**src/pkg/eeprom_pkg.sv**
```systemverilog
// Functional notes
// Type nibble 1010 selects main array
// Type nibble 1011 selects serial-number block
// Address bit 3 must match select strap
// Unstrapped package: controller sends zero there
// Address bits 2:1 are location bits 9:8
// Address bit 0: one reads, zero writes
// Ack matching address byte, else leave high
// Controller sends low location byte next
// Write: start, address, location, data bytes
// Byte write acks address, location, data
// Stop launches self-timed programming cycle
// Busy programming: ignore bus, no response
// Page write stores up to 16 row bytes
// Partial pages program only received bytes
// Page write: ack each of sixteen bytes
// Only low four location bits advance
// In-row location wraps to row start
// Controller should avoid row wrap overwrite
// Busy: withhold ack from write address
// Controller may poll with write address
// Attempts before cycle end not processed
// Write protect: ack all, never program
// Serial block location top bits are 10
// Buffer page, commit at stop, discard otherwise
// After nack ignore bus until start
// Serial-block writes acked, never programmed
`default_nettype none
package eeprom_pkg;
  localparam logic [3:0] ID_ARRAY   = 4'hA;
  localparam logic [3:0] ID_SERIAL  = 4'hB;
  localparam int unsigned ID_MSB    = 7;
  localparam int unsigned ID_LSB    = 4;
  localparam int unsigned STRAP_BIT = 3;
  localparam int unsigned HI_MSB    = 2;
  localparam int unsigned HI_LSB    = 1;
  localparam int unsigned DIR_BIT   = 0;
  localparam logic [3:0] BYTE_BITS  = 4'h8;
  localparam int unsigned PAGE_BYTES = 16;
  localparam int unsigned LOC_W     = 10;
  localparam int unsigned ROW_LSB   = 4;
  localparam int unsigned WORD_W    = LOC_W + 8;
  localparam logic [15:0] MASK_RST  = 16'h0000;
  localparam logic [9:0]  LOC_RST   = 10'h000;
  // Programming time and clock rate
  localparam int unsigned T_WR_US     = 5000;
  localparam int unsigned CLK_FREQ_KHZ = 10000;
  // Longest time: rounds down
  localparam int unsigned WR_CYCLES = T_WR_US * CLK_FREQ_KHZ / 1000;
  typedef enum logic [2:0] {PH_IDLE, PH_DEV, PH_WORD, PH_DATA, PH_SKIP} phase_t;
endpackage
`default_nettype wire

```
**src/logic/bit_sync.sv**
```systemverilog
`timescale 1ns/1ps
`default_nettype none
module bit_sync #(
  parameter int unsigned W = 4
) (
  input  wire logic         clk_i,  // Block clock
  input  wire logic         rst_i,  // Sync reset
  input  wire logic         ce_i,   // Clock enable
  input  wire logic [W-1:0] d_i,    // Asynchronous levels
  output logic      [W-1:0] q_o     // Synchronised levels
);
  logic [W-1:0] meta_reg;

  // Two stages; only the second stage is read outside.
  // Reset to ones: bus lines idle high, so no false edge follows
  // reset; a protect pin then reads as set, the safe side.
  always_ff @(posedge clk_i) begin
    if (rst_i) begin
      meta_reg <= '1;
      q_o      <= '1;
    end else if (ce_i) begin
      meta_reg <= d_i;
      q_o      <= meta_reg;
    end
  end
endmodule
`default_nettype wire

```
**src/logic/skid_buf.sv**
```systemverilog
`timescale 1ns/1ps
`default_nettype none
module skid_buf #(
  parameter int unsigned W = 18
) (
  input  wire logic         clk_i,      // Block clock
  input  wire logic         rst_i,      // Sync reset
  input  wire logic         ce_i,       // Clock enable
  input  wire logic         in_valid_i, // Word offered
  output logic              in_ready_o, // Room for a word
  input  wire logic [W-1:0] in_data_i,  // Offered word
  output logic              out_valid_o,// Word held at output
  input  wire logic         out_ready_i,// Sink takes word
  output logic      [W-1:0] out_data_o  // Held word
);
  logic [W-1:0] skid_reg;
  logic         in_fire;

  assign in_fire = in_valid_i & in_ready_o;

  // Two entries: output stage plus a skid stage, all from flops
  always_ff @(posedge clk_i) begin
    if (rst_i) begin
      out_valid_o <= 1'b0;
      out_data_o  <= '0;
      skid_reg    <= '0;
      in_ready_o  <= 1'b1;
    end else if (ce_i) begin
      if (!out_valid_o || out_ready_i) begin
        if (!in_ready_o) begin
          out_data_o  <= skid_reg;
          out_valid_o <= 1'b1;
          in_ready_o  <= 1'b1;
        end else begin
          out_valid_o <= in_fire;
          out_data_o  <= in_data_i;
        end
      end else if (in_fire) begin
        skid_reg   <= in_data_i;
        in_ready_o <= 1'b0;  // Stall source until sink drains
      end
    end
  end
endmodule
`default_nettype wire

```
**src/logic/eeprom_write_target.sv**
```systemverilog
`timescale 1ns/1ps
`default_nettype none
module eeprom_write_target #(
  parameter int unsigned WR_CYCLES = eeprom_pkg::WR_CYCLES
) (
  input  wire logic       clk_i,              // Block clock, 10 MHz
  input  wire logic       rst_i,              // Sync reset, high
  input  wire logic       ce_i,               // Clock enable
  input  wire logic       scl_i,              // Bus clock pin
  input  wire logic       sda_i,              // Bus data pin level
  output logic            sda_o,              // Data drive level, always 0
  output logic            sda_oe_o,           // Data pull-low enable
  input  wire logic       wp_i,               // Write protect pin
  input  wire logic       strap_select_bit_i, // Select strap pin
  output logic            busy_o,             // Programming cycle running
  output logic            mem_wr_valid_o,     // Array write offered
  input  wire logic       mem_wr_ready_i,     // Array takes write
  output logic [9:0]      mem_wr_addr_o,      // Array location
  output logic [7:0]      mem_wr_data_o       // Array byte
);
  localparam int unsigned PW = eeprom_pkg::PAGE_BYTES;
  localparam int unsigned WW = eeprom_pkg::WORD_W;
  // Last timer value; the busy spell may end once it is reached
  localparam logic [15:0] WR_LAST = 16'(WR_CYCLES - 1);

  // Address byte fields hit this device's identity
  function automatic logic id_hit(input logic [7:0] b, input logic strap);
    logic [3:0] id;
    id = b[eeprom_pkg::ID_MSB:eeprom_pkg::ID_LSB];
    id_hit = (id == eeprom_pkg::ID_ARRAY || id == eeprom_pkg::ID_SERIAL)
             && (b[eeprom_pkg::STRAP_BIT] == strap);
  endfunction

  // Phase that carries data bytes into the page
  function automatic logic is_data(input eeprom_pkg::phase_t p);
    is_data = (p == eeprom_pkg::PH_DATA);
  endfunction

  // Phases in which the data line stays released
  function automatic logic is_quiet(input eeprom_pkg::phase_t p);
    is_quiet = (p == eeprom_pkg::PH_IDLE || p == eeprom_pkg::PH_SKIP);
  endfunction

  logic [3:0] pins_s;
  logic       scl_s;
  logic       sda_s;
  logic       wp_s;
  logic       strap_s;
  logic       scl_q;
  logic       sda_q;
  logic       start_det;
  logic       stop_det;
  logic       scl_rise;
  logic       scl_fall;

  eeprom_pkg::phase_t phase_reg;
  logic [3:0]  bit_cnt_reg;
  logic [7:0]  shift_reg;
  logic        ack_phase_reg;
  logic        serial_reg;
  logic [9:0]  loc_reg;
  logic [7:0]  page_data_reg [PW];
  logic [15:0] page_mask_reg;
  logic [5:0]  row_reg;
  logic        commit_reg;
  logic [3:0]  idx_reg;
  logic [15:0] timer_reg;

  logic        byte_done;
  logic        ack_now;
  logic        store;
  logic        launch;
  logic        push;
  logic        advance;
  logic        buf_ready;
  logic [WW-1:0] buf_word;

  // Pins are asynchronous to the block clock.
  // Strap and protect are static in use, but they share the
  // synchroniser so every pin sees the same latency.
  bit_sync #(.W(4)) u_sync (
    .clk_i (clk_i),
    .rst_i (rst_i),
    .ce_i  (ce_i),
    .d_i   ({scl_i, sda_i, wp_i, strap_select_bit_i}),
    .q_o   (pins_s)
  );
  assign {scl_s, sda_s, wp_s, strap_s} = pins_s;

  // Previous levels for edge and condition detection
  always_ff @(posedge clk_i) begin
    if (rst_i) begin
      scl_q <= 1'b1;
      sda_q <= 1'b1;
    end else if (ce_i) begin
      scl_q <= scl_s;
      sda_q <= sda_s;
    end
  end

  // Start and stop are data edges while the bus clock stays high.
  // Both levels arrive two flops late, so a condition is seen about
  // three block clocks after the pins move; each bus level must
  // therefore last at least three block clocks.
  assign start_det = scl_s & scl_q & sda_q & ~sda_s;
  assign stop_det  = scl_s & scl_q & ~sda_q & sda_s;
  assign scl_rise  = scl_s & ~scl_q;
  assign scl_fall  = ~scl_s & scl_q;

  // Eighth bit has been taken and the bus clock just fell
  assign byte_done = scl_fall && bit_cnt_reg == eeprom_pkg::BYTE_BITS
                     && !ack_phase_reg;

  // Ack decision per byte; nothing is answered while programming.
  // Read addresses are acked too, but no read data is served here.
  always_comb begin
    ack_now = 1'b0;
    case (phase_reg)
      eeprom_pkg::PH_DEV:
        ack_now = id_hit(shift_reg, strap_s) && !busy_o;
      eeprom_pkg::PH_WORD:
        ack_now = 1'b1;
      eeprom_pkg::PH_DATA:
        ack_now = 1'b1;
      default:
        ack_now = 1'b0;
    endcase
  end

  assign store = byte_done && is_data(phase_reg);

  // Byte engine: shifts bits, places acks, walks the phases.
  // A stop inside a byte leaves the bit count behind; the next
  // start clears it before any bit is taken.
  always_ff @(posedge clk_i) begin
    if (rst_i) begin
      phase_reg     <= eeprom_pkg::PH_IDLE;
      bit_cnt_reg   <= 4'h0;
      shift_reg     <= 8'h00;
      ack_phase_reg <= 1'b0;
      sda_oe_o      <= 1'b0;
      serial_reg    <= 1'b0;
      loc_reg       <= eeprom_pkg::LOC_RST;
    end else if (ce_i) begin
      if (start_det) begin
        // A start always resynchronises, even mid-byte
        phase_reg     <= eeprom_pkg::PH_DEV;
        bit_cnt_reg   <= 4'h0;
        ack_phase_reg <= 1'b0;
        sda_oe_o      <= 1'b0;
      end else if (stop_det) begin
        phase_reg     <= eeprom_pkg::PH_IDLE;
        ack_phase_reg <= 1'b0;
        sda_oe_o      <= 1'b0;
      end else if (is_quiet(phase_reg)) begin
        sda_oe_o <= 1'b0;
      end else if (scl_rise && bit_cnt_reg != eeprom_pkg::BYTE_BITS) begin
        shift_reg   <= {shift_reg[6:0], sda_s};
        bit_cnt_reg <= bit_cnt_reg + 4'h1;
      end else if (byte_done) begin
        ack_phase_reg <= 1'b1;
        sda_oe_o      <= ack_now;
        if (!ack_now) begin
          phase_reg <= eeprom_pkg::PH_SKIP;
        end else begin
          case (phase_reg)
            eeprom_pkg::PH_DEV: begin
              serial_reg <= shift_reg[eeprom_pkg::ID_MSB:eeprom_pkg::ID_LSB]
                            == eeprom_pkg::ID_SERIAL;
              loc_reg[9:8] <= shift_reg[eeprom_pkg::HI_MSB:eeprom_pkg::HI_LSB];
            end
            eeprom_pkg::PH_WORD:
              loc_reg[7:0] <= shift_reg;
            eeprom_pkg::PH_DATA:
              loc_reg[3:0] <= loc_reg[3:0] + 4'h1;
            default:
              loc_reg <= loc_reg;
          endcase
        end
      end else if (scl_fall && ack_phase_reg) begin
        // End of the ninth clock: release and pick the next phase
        ack_phase_reg <= 1'b0;
        sda_oe_o      <= 1'b0;
        bit_cnt_reg   <= 4'h0;
        case (phase_reg)
          eeprom_pkg::PH_DEV:
            // Reads are not served here; the bus is left alone
            phase_reg <= shift_reg[eeprom_pkg::DIR_BIT]
                         ? eeprom_pkg::PH_SKIP : eeprom_pkg::PH_WORD;
          eeprom_pkg::PH_WORD:
            phase_reg <= eeprom_pkg::PH_DATA;
          eeprom_pkg::PH_DATA:
            phase_reg <= eeprom_pkg::PH_DATA;
          default:
            phase_reg <= eeprom_pkg::PH_SKIP;
        endcase
      end
    end
  end

  // Row-wide holding buffer, one byte per in-row location.
  // Bytes stay in place between transactions; only the mask says
  // which of them belong to the pending page.
  genvar gi;
  generate
    for (gi = 0; gi < PW; gi++) begin : g_page
      always_ff @(posedge clk_i) begin
        if (rst_i) begin
          page_data_reg[gi] <= 8'h00;
        end else if (ce_i && store && loc_reg[3:0] == 4'(gi)) begin
          page_data_reg[gi] <= shift_reg;
        end
      end
    end
  endgenerate

  // Program only when something valid was written to the array
  assign launch = stop_det && is_data(phase_reg)
                  && page_mask_reg != eeprom_pkg::MASK_RST
                  && !wp_s && !serial_reg && !busy_o;

  assign push    = commit_reg && page_mask_reg[idx_reg];
  assign advance = commit_reg && (!page_mask_reg[idx_reg] || buf_ready);

  // Received-byte mask; a start outside programming drops the page.
  // A polling start during programming must not drop the page that
  // is still streaming out to the array.
  always_ff @(posedge clk_i) begin
    if (rst_i) begin
      page_mask_reg <= eeprom_pkg::MASK_RST;
    end else if (ce_i) begin
      if (push && buf_ready) begin
        page_mask_reg[idx_reg] <= 1'b0;
      end else if (start_det && !busy_o) begin
        page_mask_reg <= eeprom_pkg::MASK_RST;
      end else if (stop_det && !launch && !busy_o) begin
        page_mask_reg <= eeprom_pkg::MASK_RST;
      end else if (store) begin
        page_mask_reg[loc_reg[3:0]] <= 1'b1;
      end
    end
  end

  // Programming cycle: stream the page out, then hold busy for the cycle time.
  // The timer starts only after the page has left, so a slow array
  // lengthens the busy spell instead of cutting it short.
  always_ff @(posedge clk_i) begin
    if (rst_i) begin
      busy_o     <= 1'b0;
      commit_reg <= 1'b0;
      idx_reg    <= 4'h0;
      row_reg    <= 6'h00;
      timer_reg  <= 16'h0000;
    end else if (ce_i) begin
      if (launch) begin
        busy_o     <= 1'b1;
        commit_reg <= 1'b1;
        idx_reg    <= 4'h0;
        row_reg    <= loc_reg[9:eeprom_pkg::ROW_LSB];
        timer_reg  <= 16'h0000;
      end else if (advance) begin
        idx_reg <= idx_reg + 4'h1;
        if (idx_reg == 4'(PW - 1)) begin
          commit_reg <= 1'b0;
        end
      end else if (busy_o && !commit_reg) begin
        // Waiting for the last array write keeps a stalled sink safe
        if (timer_reg >= WR_LAST && !mem_wr_valid_o) begin
          busy_o <= 1'b0;
        end else if (timer_reg < WR_LAST) begin
          timer_reg <= timer_reg + 16'h0001;
        end
      end
    end
  end

  assign buf_word = {row_reg, idx_reg, page_data_reg[idx_reg]};

  // Two-entry buffer so a stalled array loses no byte.
  // Trade-off: one extra stage of flops buys a registered ready,
  // so the array's ready never reaches the page index logic
  // within the same cycle.
  skid_buf #(.W(WW)) u_buf (
    .clk_i       (clk_i),
    .rst_i       (rst_i),
    .ce_i        (ce_i),
    .in_valid_i  (push),
    .in_ready_o  (buf_ready),
    .in_data_i   (buf_word),
    .out_valid_o (mem_wr_valid_o),
    .out_ready_i (mem_wr_ready_i),
    .out_data_o  ({mem_wr_addr_o, mem_wr_data_o})
  );

  // Open-drain: the driven level is always low
  always_ff @(posedge clk_i) begin
    if (rst_i) begin
      sda_o <= 1'b0;
    end else if (ce_i) begin
      sda_o <= 1'b0;
    end
  end
endmodule
`default_nettype wire

```
**config.mk**
```make
export PLATFORM = sky130hd
export DESIGN_NAME = eeprom_write_target
export DESIGN_NICKNAME = d
export VERILOG_FILES = /design/src/pkg/eeprom_pkg.sv /design/src/logic/bit_sync.sv /design/src/logic/skid_buf.sv /design/src/logic/eeprom_write_target.sv
export SDC_FILE = /design/constraint.sdc
export NUM_CORES = 1
export LEC_CHECK = 0
export BUFFER_PORTS_ARGS = -buffer_cell sky130_fd_sc_hd__buf_2
export CAP_MARGIN = 40
export CORE_MARGIN = 3
export CORE_UTILIZATION = 50
export DETAILED_ROUTE_END_ITERATION = 10
export GPL_ROUTABILITY_DRIVEN = 0
export PLACE_DENSITY = 0.75
export SYNTH_ARGS = -nofsm -noshare
export SYNTH_HDL_FRONTEND = slang
export SYNTH_SLANG_ARGS = --single-unit
export TNS_END_PERCENT = 50
```
**constraint.sdc**
```tcl
create_clock -name clk_i -period 3.23 [get_ports clk_i]
set_input_delay 0.646 -clock clk_i [delete_from_list [all_inputs] [get_ports clk_i]]
set_output_delay 0.646 -clock clk_i [all_outputs]
set_load 0.02 [all_outputs]
```
==> impl_metrics.tcl, run 1 <==
set metrics [dict create \
    grt_pass1_wl_microns 40200 \
    slew_headroom_pct 39.5 \
    fin_crit_ns 2.88 \
    path_clk_slew_ns 0.06 \
    rsz0062_at_grt "no" \
    largest_reg_flops 128 \
    power.density_nw_per_um2 529 \
    synth_nets 1011 \
    synth_flop_cell "edfxtp_1" \
    startpoint_type "flip-flop" \
    p_switching_mw 1.44 \
    yosys_register_bits 252 \
    drive_gt1_share_pct 15.3 \
    max_stage_delay_ns 0.63 \
    synthArstFlopShare_pct 0 \
    yosys_warnings 0 \
    drt_iter0_markers 580 \
    die_area_sq_um 24800 \
    pwr-share-seq_pct 51.9 \
    cts_tree "done" \
    arrival_ns 3.29 \
    layout_common_cells "edfxtp_1 (128), dfxtp_1 (123), and3_1 (79)" \
    cts_hold_buf 0 \
    dp_slack_ns 0.416 \
    die_w_microns 158 \
    fin_cells 1293 \
    syn_area_per_cell_sq_um 11.6 \
    grt_pass1_vias 7486 \
    n_fill_cell 1804 \
    crit_path_cell_trace "mux4_2 > mux2i_1 > nor2_1 > o211ai_2 > a31o_2 > a211oi_1" \
    postRouteAntennaNets 0 \
    hold_viol 0 \
    post-route-period-util_pct 89.3 \
    h-tree-depth 1 \
    diodes 0 \
    cts_made_buffers 27 \
    pwr-share-comb_pct 3.4 \
    tightest_slew_ns 0.895 \
    cap_violations 0 \
    ios 30 \
    wl_microns 24800 \
    fin_setup_tns_ns 0 \
    cp_top_family "compound AO/OA/AOI/OAI gates" \
    area_delta_synth_final_pct 10.8 \
    critPathKind "reg -> reg" \
    drt-vias-per-instance 5.95 \
    synthesis.area_sq_um 11500 \
    cts_num_sinks 252 \
    rows 54 \
    post_cts_resize_count 0 \
    drcViolationCount 0 \
    synth_cell_type_count 57 \
    dieHeight_microns 158 \
    endpoint_kind "flip-flop" \
    p_clk_share_pct 44.7 \
    drv_slew 0 \
    coreArea_sq_um 22200 \
    ys_seq_area_share_pct 55.1 \
    syn_inst 992 \
    cp.required_ns 3.64 \
    grtUsageTotal_pct 20.2 \
    crit_fanout 17 \
    antenna_found_initial 0 \
    gr-total-overflow 0 \
    synth_edf_count 128 \
    finClkSkew_ns 0.0171 \
    grt_max_degree 72 \
    p_leak_nw 4.95 \
    crit_buf_inv 0 \
    dp.cells 1243 \
    cts_setup_buffers 0 \
    clock_latency_ns 0.55 \
    fmax_ghz 0.347 \
    status "complete, no violations" \
    start_util_pct 51.7 \
    dpl.hpwl_microns 16400 \
    hp-class "in -> reg" \
    setup_viol 0 \
    finalNetCount 1011 \
    cts-root-buf "clkbuf_16" \
    p_int_mw 5.29 \
    slowest_stage "dfxtp_1" \
    clk_path_buf_depth 3 \
    fin_ws_ns 0.346 \
    mostFrequentLayoutCell "edfxtp_1" \
    route.vias.total 7694 \
    first_pass_iters 6 \
    switching_share_pct 21.4 \
    ir_drop_mv 0.406 \
    wl_per_cell_microns 19.2 \
    io_buffer_count 28 \
]
layout make-up:
cell class / count / area (sq um) / share of cell area (%)
timing repair buffer: 53 / 344 / 2.70
clock inverter: 8 / 58.8 / 0.462
tap: 280 / 350 / 2.75
inverter: 15 / 56.3 / 0.442
multi-input combinational: 643 / 4770 / 37.5
sequential: 252 / 6330 / 49.7
clock buffer: 42 / 820 / 6.44
power groups by stage:
stage	clock network, mW	logic [mW]	registers, mW
detailed placement	0	0.230	3.56
global route	3.17	0.249	3.51
CTS	3.05	0.232	3.50
floorplan	0	0.148	3.56
finish	3.01	0.230	3.50
global placement	0	0.226	3.56
metrics by stage:
step	instance area (sq um)	util, %	power (mW)	hold WS [ns]
floorplan	11500	-	3.71	0.432
global placement	11800	53.2	3.79	0.457
detailed placement	11800	53.3	3.79	0.462
CTS	12700	57.2	6.78	0.308
global route	12700	57.2	6.93	0.345
finish	12700	57.2	6.73	0.323
kinds of logic (layout without fill, tap and decap cells):
kind of cell	Yosys count	after routing	synth area share, %
AO/OA/AOI/OAI	132	132	7.45
XOR/XNOR	14	14	1.07
adder cells (fa/ha/maj)	11	11	1.20
buffers and inverters	97	118	3.55
flip-flops	252	252	55.1
multiplexers	108	108	14.2
other	1	1	0.0326
AND/OR/NAND/NOR	377	377	17.4
cell usage after synthesis, types with 20 or more instances:
master / n / share of area (%)
edfxtp_1: 128 / 33
dfxtp_1: 124 / 22
and3_1: 79 / 4.3
nand2_1: 78 / 2.5
nor2_1: 77 / 2.5
and2_1: 76 / 4.1
mux2i_1: 64 / 5.6
clkbuf_1: 59 / 1.9
mux4_2: 44 / 8.6
a21oi_1: 34 / 1.5
a211oi_1: 30 / 2.0
a31oi_1: 20 / 1.1
worst paths after layout:
check / start / end / slack [ns] / depth (start not counted)
worst max-delay path: idx_reg[1]$_SDFFE_PP0P_ / page_mask_reg[14]$_SDFFE_PP0P_ / 0.35 / 6
worst max register to register: idx_reg[1]$_SDFFE_PP0P_ / page_mask_reg[14]$_SDFFE_PP0P_ / 0.35 / 6
worst min register to register: u_sync.meta_reg[0]$_SDFFE_PP1P_ / u_sync.meta_reg[0]$_SDFFE_PP1P_ / 0.47 / 2
worst min-delay path: strap_select_bit_i / u_sync.meta_reg[0]$_SDFFE_PP1P_ / 0.32 / 3
tightest hold or removal path: stages:
cell	delay, ns
buf_2	0.07
mux2i_1	0.05
nand2_1	0.06
per-layer routing:
metal	wire length (microns)	vias up	GRT usage [%]
met3	1380	67	2.93
met5	0	-	0
met2	11900	244	33.2
li1	-	3650	-
met1	10700	3733	27.8
met4	808	0	6.49
No activity file was read; power rests on OpenSTA's default activity.
==> inputs of run 2 (changes only) <==
--- a/config.mk
+++ b/config.mk
@@ -11,7 +11,7 @@
 export CORE_UTILIZATION = 50
 export DETAILED_ROUTE_END_ITERATION = 10
 export GPL_ROUTABILITY_DRIVEN = 0
-export PLACE_DENSITY = 0.75
+export PLACE_DENSITY = 0.78
 export SYNTH_ARGS = -nofsm -noshare
 export SYNTH_HDL_FRONTEND = slang
 export SYNTH_SLANG_ARGS = --single-unit
==> constraint.sdc (replaced) <==
create_clock -name clk_i -period 2.6 [get_ports clk_i]
set_input_delay 0.52 -clock clk_i [delete_from_list [all_inputs] [get_ports clk_i]]
set_output_delay 0.52 -clock clk_i [all_outputs]
set_load 0.02 [all_outputs]
==> run 2 against run 1 <==
  * Power up 29%
  * Sequential power up 24%
  * Critical endpoint is now page_data_reg[3][7]$_SDFFCE_PN0P_
  * Global-route usage up 1.5 points
  * Core utilization up 1.4 points
  * Register-to-register slack worse by 0.13 ns
  * First-iteration DRC count up 18%
  * Largest cell class unchanged
  * Maximum frequency up 21%
  * Clock power up 33%
  * Sequential share of layout area down 1.2 points
==> impl_metrics.tcl, run 2 (synthesis gave the netlist of run 1 again) <==
set metrics [dict create \
    die_area_sq_um 24800 \
    clock_latency_ns 0.52 \
    setup_viol 0 \
    slew_headroom_pct 35.8 \
    reg2reg_depth 10 \
    cts_num_sinks 252 \
    endpoint_kind "flip-flop" \
    n_fill_cell 1729 \
    layout_common_cells "edfxtp_1 (128), dfxtp_1 (122), and3_1 (79)" \
    cts_made_buffers 27 \
    hp-class "in -> reg" \
    start_util_pct 51.7 \
    drcViolationCount 0 \
    first_pass_iters 7 \
    status "complete, no violations" \
    finalNetCount 1036 \
    regToRegStartpoint "bit_cnt_reg[0]$_SDFFE_PP0P_" \
    drv_slew 0 \
    diodes 0 \
    final_area_sq_um 13000 \
    dpl.hpwl_microns 17500 \
    hold_path_depth 3 \
    critPathKind "reg -> reg" \
    drt_iter0_markers 682 \
    ir_drop_mv 0.516 \
    cap_violations 0 \
    hold_viol 0 \
    fin_setup_tns_ns 0 \
    wl_per_cell_microns 20.2 \
    multiInputGateArea_sq_um 4780 \
    postRouteAntennaNets 0 \
    mostFrequentLayoutCell "edfxtp_1" \
    grt_max_degree 55 \
    rsz0062_at_grt "no" \
    p_leak_nw 5.12 \
    grt_pass1_vias 7785 \
    die_w_microns 158 \
    cts_tree "done" \
    drive_gt1_share_pct 17.8 \
    power.total_mw 8.66 \
    grtUsageTotal_pct 21.7 \
    tightest_slew_ns 0.962 \
    clk_path_buf_depth 3 \
    place_area_sq_um 12100 \
    h-tree-depth 1 \
    crit_fanout 8 \
    rrSetupSlack_ns 0.21 \
    rr_endpoint "page_data_reg[3][7]$_SDFFCE_PN0P_" \
    io_buffer_count 28 \
    wl_microns 26600 \
    gr-total-overflow 0 \
    largest_reg_flops 128 \
    antenna_found_initial 0 \
    cp.required_ns 2.79 \
    cts-root-buf "clkbuf_16" \
    post-route-period-util_pct 91.8 \
    path_clk_slew_ns 0.06 \
    route.vias.total 7949 \
    grt_pass1_wl_microns 42700 \
    area_delta_synth_final_pct 13.5 \
    fin_crit_ns 2.39 \
    coreArea_sq_um 22200 \
    min_from "strap_select_bit_i" \
    power.density_nw_per_um2 664 \
    cts_hold_buf 0 \
    cts_setup_buffers 0 \
    rows 54 \
    drt-vias-per-instance 6.04 \
    dieHeight_microns 158 \
    arrival_ns 2.57 \
    ios 30 \
    fmax_ghz 0.419 \
    startpoint_type "flip-flop" \
    finClkSkew_ns 0.0148 \
    regArea_sq_um 6330 \
    min_to "u_sync.meta_reg[0]$_SDFFE_PP1P_" \
]
## run 2: power by group
part           switching [mW]  internal [mW]
Sequential             0.0557           4.29
Combinational           0.194          0.115
Clock                    1.52           2.47
## run 2: worst max-delay path by stage
stage,startpoint,cells past startpoint,end
3_5_place_dp,bit_cnt_reg[0]$_SDFFE_PP0P_,10,page_data_reg[8][5]$_SDFFCE_PN0P_
6_report,bit_cnt_reg[0]$_SDFFE_PP0P_,10,page_data_reg[3][7]$_SDFFCE_PN0P_
2_1_floorplan,bit_cnt_reg[0]$_SDFFE_PP0P_,9,page_data_reg[3][0]$_SDFFCE_PN0P_
4_1_cts,bit_cnt_reg[0]$_SDFFE_PP0P_,10,page_data_reg[8][1]$_SDFFCE_PN0P_
3_3_place_gp,bit_cnt_reg[0]$_SDFFE_PP0P_,10,page_data_reg[3][4]$_SDFFCE_PN0P_
5_1_grt,bit_cnt_reg[0]$_SDFFE_PP0P_,10,page_data_reg[3][3]$_SDFFCE_PN0P_
## run 2: final cells by class
type,count,area share (%)
clock buffers,44,6.91
clock inverters,5,0.441
inverters,15,0.432
multi-input cells,643,36.7
flip-flops and latches,252,48.5
well taps,280,2.69
repair buffers,78,4.34
## run 2: stage by stage
stage | util (%) | hold slack (ns) | cells | worst slack, ns
6_report | 58.7 | 0.222 | 1317 | 0.214
4_1_cts | 58.6 | 0.207 | 1317 | 0.138
5_1_grt | 58.7 | 0.230 | 1317 | 0.00191
3_3_place_gp | 54.3 | 0.457 | 1268 | 0.276
2_1_floorplan | - | 0.432 | 992 | 0.300
3_5_place_dp | 54.3 | 0.458 | 1268 | 0.162
## run 2: what timing repair did
action,CTS,global route
endpoints found under the setup margin,0,31
endpoints found under the hold margin,0,0
gates resized for setup,0,5
## run 2: layer usage
layer  GRT usage [%]  wire length [microns]  vias up
met3            2.68                   1900       66
met4            5.45                    716        0
met5               0                      0        -
met2            36.1                  12800      373
met1            30.5                  11200     3819
li1                -                      -     3691
## run 2: critical path, stage by stage (launching register included)
cell and delay (ns):
dfxtp_1 0.36, inv_1 0.08, ha_1 0.15, nand3b_1 0.16, nor3_2 0.23, nor4b_1 0.26, buf_4 0.18, nor2b_1 0.14
buf_4 0.18, nand2_1 0.06, nand2_1 0.26
==> inputs of run 3 (changes only) <==
--- a/config.mk
+++ b/config.mk
@@ -11,6 +11,7 @@
 export CORE_UTILIZATION = 50
 export DETAILED_ROUTE_END_ITERATION = 10
 export GPL_ROUTABILITY_DRIVEN = 0
+export GPL_TIMING_DRIVEN = 0
 export PLACE_DENSITY = 0.78
 export SYNTH_ARGS = -nofsm -noshare
 export SYNTH_HDL_FRONTEND = slang
==> run 3 against run 2 <==
  * Cell count grew 2.5%
  * First-iteration DRC count grew 21%
  * Global-route usage grew 1.4 points
  * Worst hold slack lost 0.022 ns
  * Critical path type unchanged
==> impl_metrics.tcl, run 3 (synthesis gave the netlist of run 1 again) <==
set metrics [dict create \
    status "complete, no violations" \
    route.vias.total 8133 \
    final_area_sq_um 13000 \
    fin_crit_ns 2.51 \
    wl_met3_microns 2190 \
    die_area_sq_um 24800 \
    wl_met2_microns 13400 \
    area_delta_synth_final_pct 13.0 \
    clock_latency_ns 0.54 \
    grtUsageTotal_pct 23.1 \
    setup_viol 0 \
    clk_path_buf_depth 3 \
    holdWs_ns 0.200 \
    antenna_found_initial 0 \
    cts_made_buffers 27 \
    diodes 0 \
    endpoint_kind "flip-flop" \
    finClkSkew_ns 0.0138 \
    rsz0062_at_grt "no" \
    finalNetCount 1068 \
    post-route-period-util_pct 96.6 \
    place_area_sq_um 12000 \
    p_leak_nw 5.02 \
    tightest_slew_ns 0.794 \
    ios 30 \
    first_pass_iters 5 \
    drcViolationCount 0 \
    cts_hold_buf 0 \
    max_stage_delay_ns 0.58 \
    grt_pass1_wl_microns 44900 \
    startpoint_type "flip-flop" \
    arrival_ns 2.91 \
    cts_tree "done" \
    grt_pass1_vias 8112 \
    largest_reg_flops 128 \
    wl_per_cell_microns 21.1 \
    drt_iter0_markers 825 \
    dpl.hpwl_microns 19600 \
    start_util_pct 51.7 \
    wl_microns 28400 \
    cts-root-buf "clkbuf_16" \
    h-tree-depth 1 \
    drv_slew 0 \
    grt_max_degree 15 \
    drt-vias-per-instance 6.02 \
    fmax_ghz 0.398 \
    mostFrequentLayoutCell "edfxtp_1" \
    cap_violations 0 \
    ir_drop_mv 0.513 \
    slowest_stage "mux4_2" \
    dieHeight_microns 158 \
    crit_fanout 10 \
    die_w_microns 158 \
    gr-total-overflow 0 \
    cp_common_cell "mux4_2" \
    io_buffer_count 27 \
    met1_length_microns 11900 \
    critPathKind "reg -> reg" \
    power.density_nw_per_um2 654 \
    path_clk_slew_ns 0.06 \
    slew_headroom_pct 46.3 \
    cts_num_sinks 252 \
    drive_gt1_share_pct 15.3 \
    hold_viol 0 \
    cp.required_ns 3.00 \
    crit_path_cell_trace "clkbuf_1 > buf_4 > mux4_2 > mux4_2 > mux2i_1 > a21oi_1" \
    rows 54 \
    postRouteAntennaNets 0 \
    coreArea_sq_um 22200 \
    layout_common_cells "edfxtp_1 (128), dfxtp_1 (124), and3_1 (79)" \
    dr.max_layer_used "met4" \
    hp-class "in -> reg" \
]
==> run 3: cell count changes in the layout (fill, tap and decap cells not counted), sizes merged <==
cell    previous run  this run
inv               16        15
clkbuf            44       103
buf               78        52
clkinv             3         4
==> run 3: path summary, 6_finish.rpt <==
| check | from | end | slack (ns) | cells after the start |
|---|---|---|---|---|
| max | flip-flop | u_buf.out_data_o[7]$_SDFFE_PP0P_ | 0.09 | 6 |
| min | strap_select_bit_i | u_sync.meta_reg[0]$_SDFFE_PP1P_ | 0.20 | 3 |
| max reg2reg | flip-flop | u_buf.out_data_o[7]$_SDFFE_PP0P_ | 0.09 | 6 |
| min reg2reg | u_sync.meta_reg[3]$_SDFFE_PP1P_ | u_sync.q_o[3]$_SDFFE_PP1P_ | 0.47 | 2 |
==> run 3: cell type report <==
class,instances,area (sq um)
clock buffers,45,835
flip-flops and latches,252,6330
well taps,280,350
repair buffers,28,143
plain buffers,82,377
clock inverters,5,63.8
inverters,15,56.3
multi-input cells,643,4830
fillers,1760,9250
==> run 3: metal layers <==
| metal | GRT usage (%) | up-vias |
|---|---|---|
| met1 | 31.3 | 3955 |
| met4 | 8.72 | 0 |
| met5 | 0 | - |
| li1 | - | 3770 |
| met2 | 37.2 | 347 |
| met3 | 4.40 | 61 |
==> run 3: power breakdown <==
| part | internal, mW | total, mW | leakage, nW | switching, mW |
|---|---|---|---|---|
| Combinational | 0.104 | 0.318 | 2.36 | 0.214 |
| Sequential | 4.29 | 4.34 | 2.22 | 0.0435 |
| Clock | 2.29 | 3.84 | 0.440 | 1.55 |
| Total | 6.69 | 8.50 | 5.02 | 1.81 |
==> run 3: timing repair <==
| item | in CTS | in global routing |
|---|---|---|
| pin swaps | 1 | 1 |
| resized for setup | 14 | 29 |
| endpoints found under the setup margin | 223 | 245 |
| setup buffers | 1 | 0 |
==> run 3: worst max-delay path: cells and delay by family (launching register included) <==
family	cells	cell delay [ns]
multiplexers	3	1.36
flip-flops	1	0.31
AO/OA/AOI/OAI	1	0.09
buffers and inverters	2	0.61
==> run 3: stage by stage <==
stage | setup WS, ns | power [mW] | std cells | setup TNS (ns) | util, %
final | 0.0889 | 8.50 | 1350 | 0 | 58.4
after global routing | 0.00243 | 8.73 | 1350 | 0 | 58.4
after global placement | -0.535 | 4.72 | 1299 | -56.95 | 53.9
after CTS | 0.0241 | 8.52 | 1350 | 0 | 58.1
after detailed placement | -0.596 | 4.73 | 1299 | -67.71 | 53.9
after floorplan | 0.300 | 4.61 | 992 | 0 | -
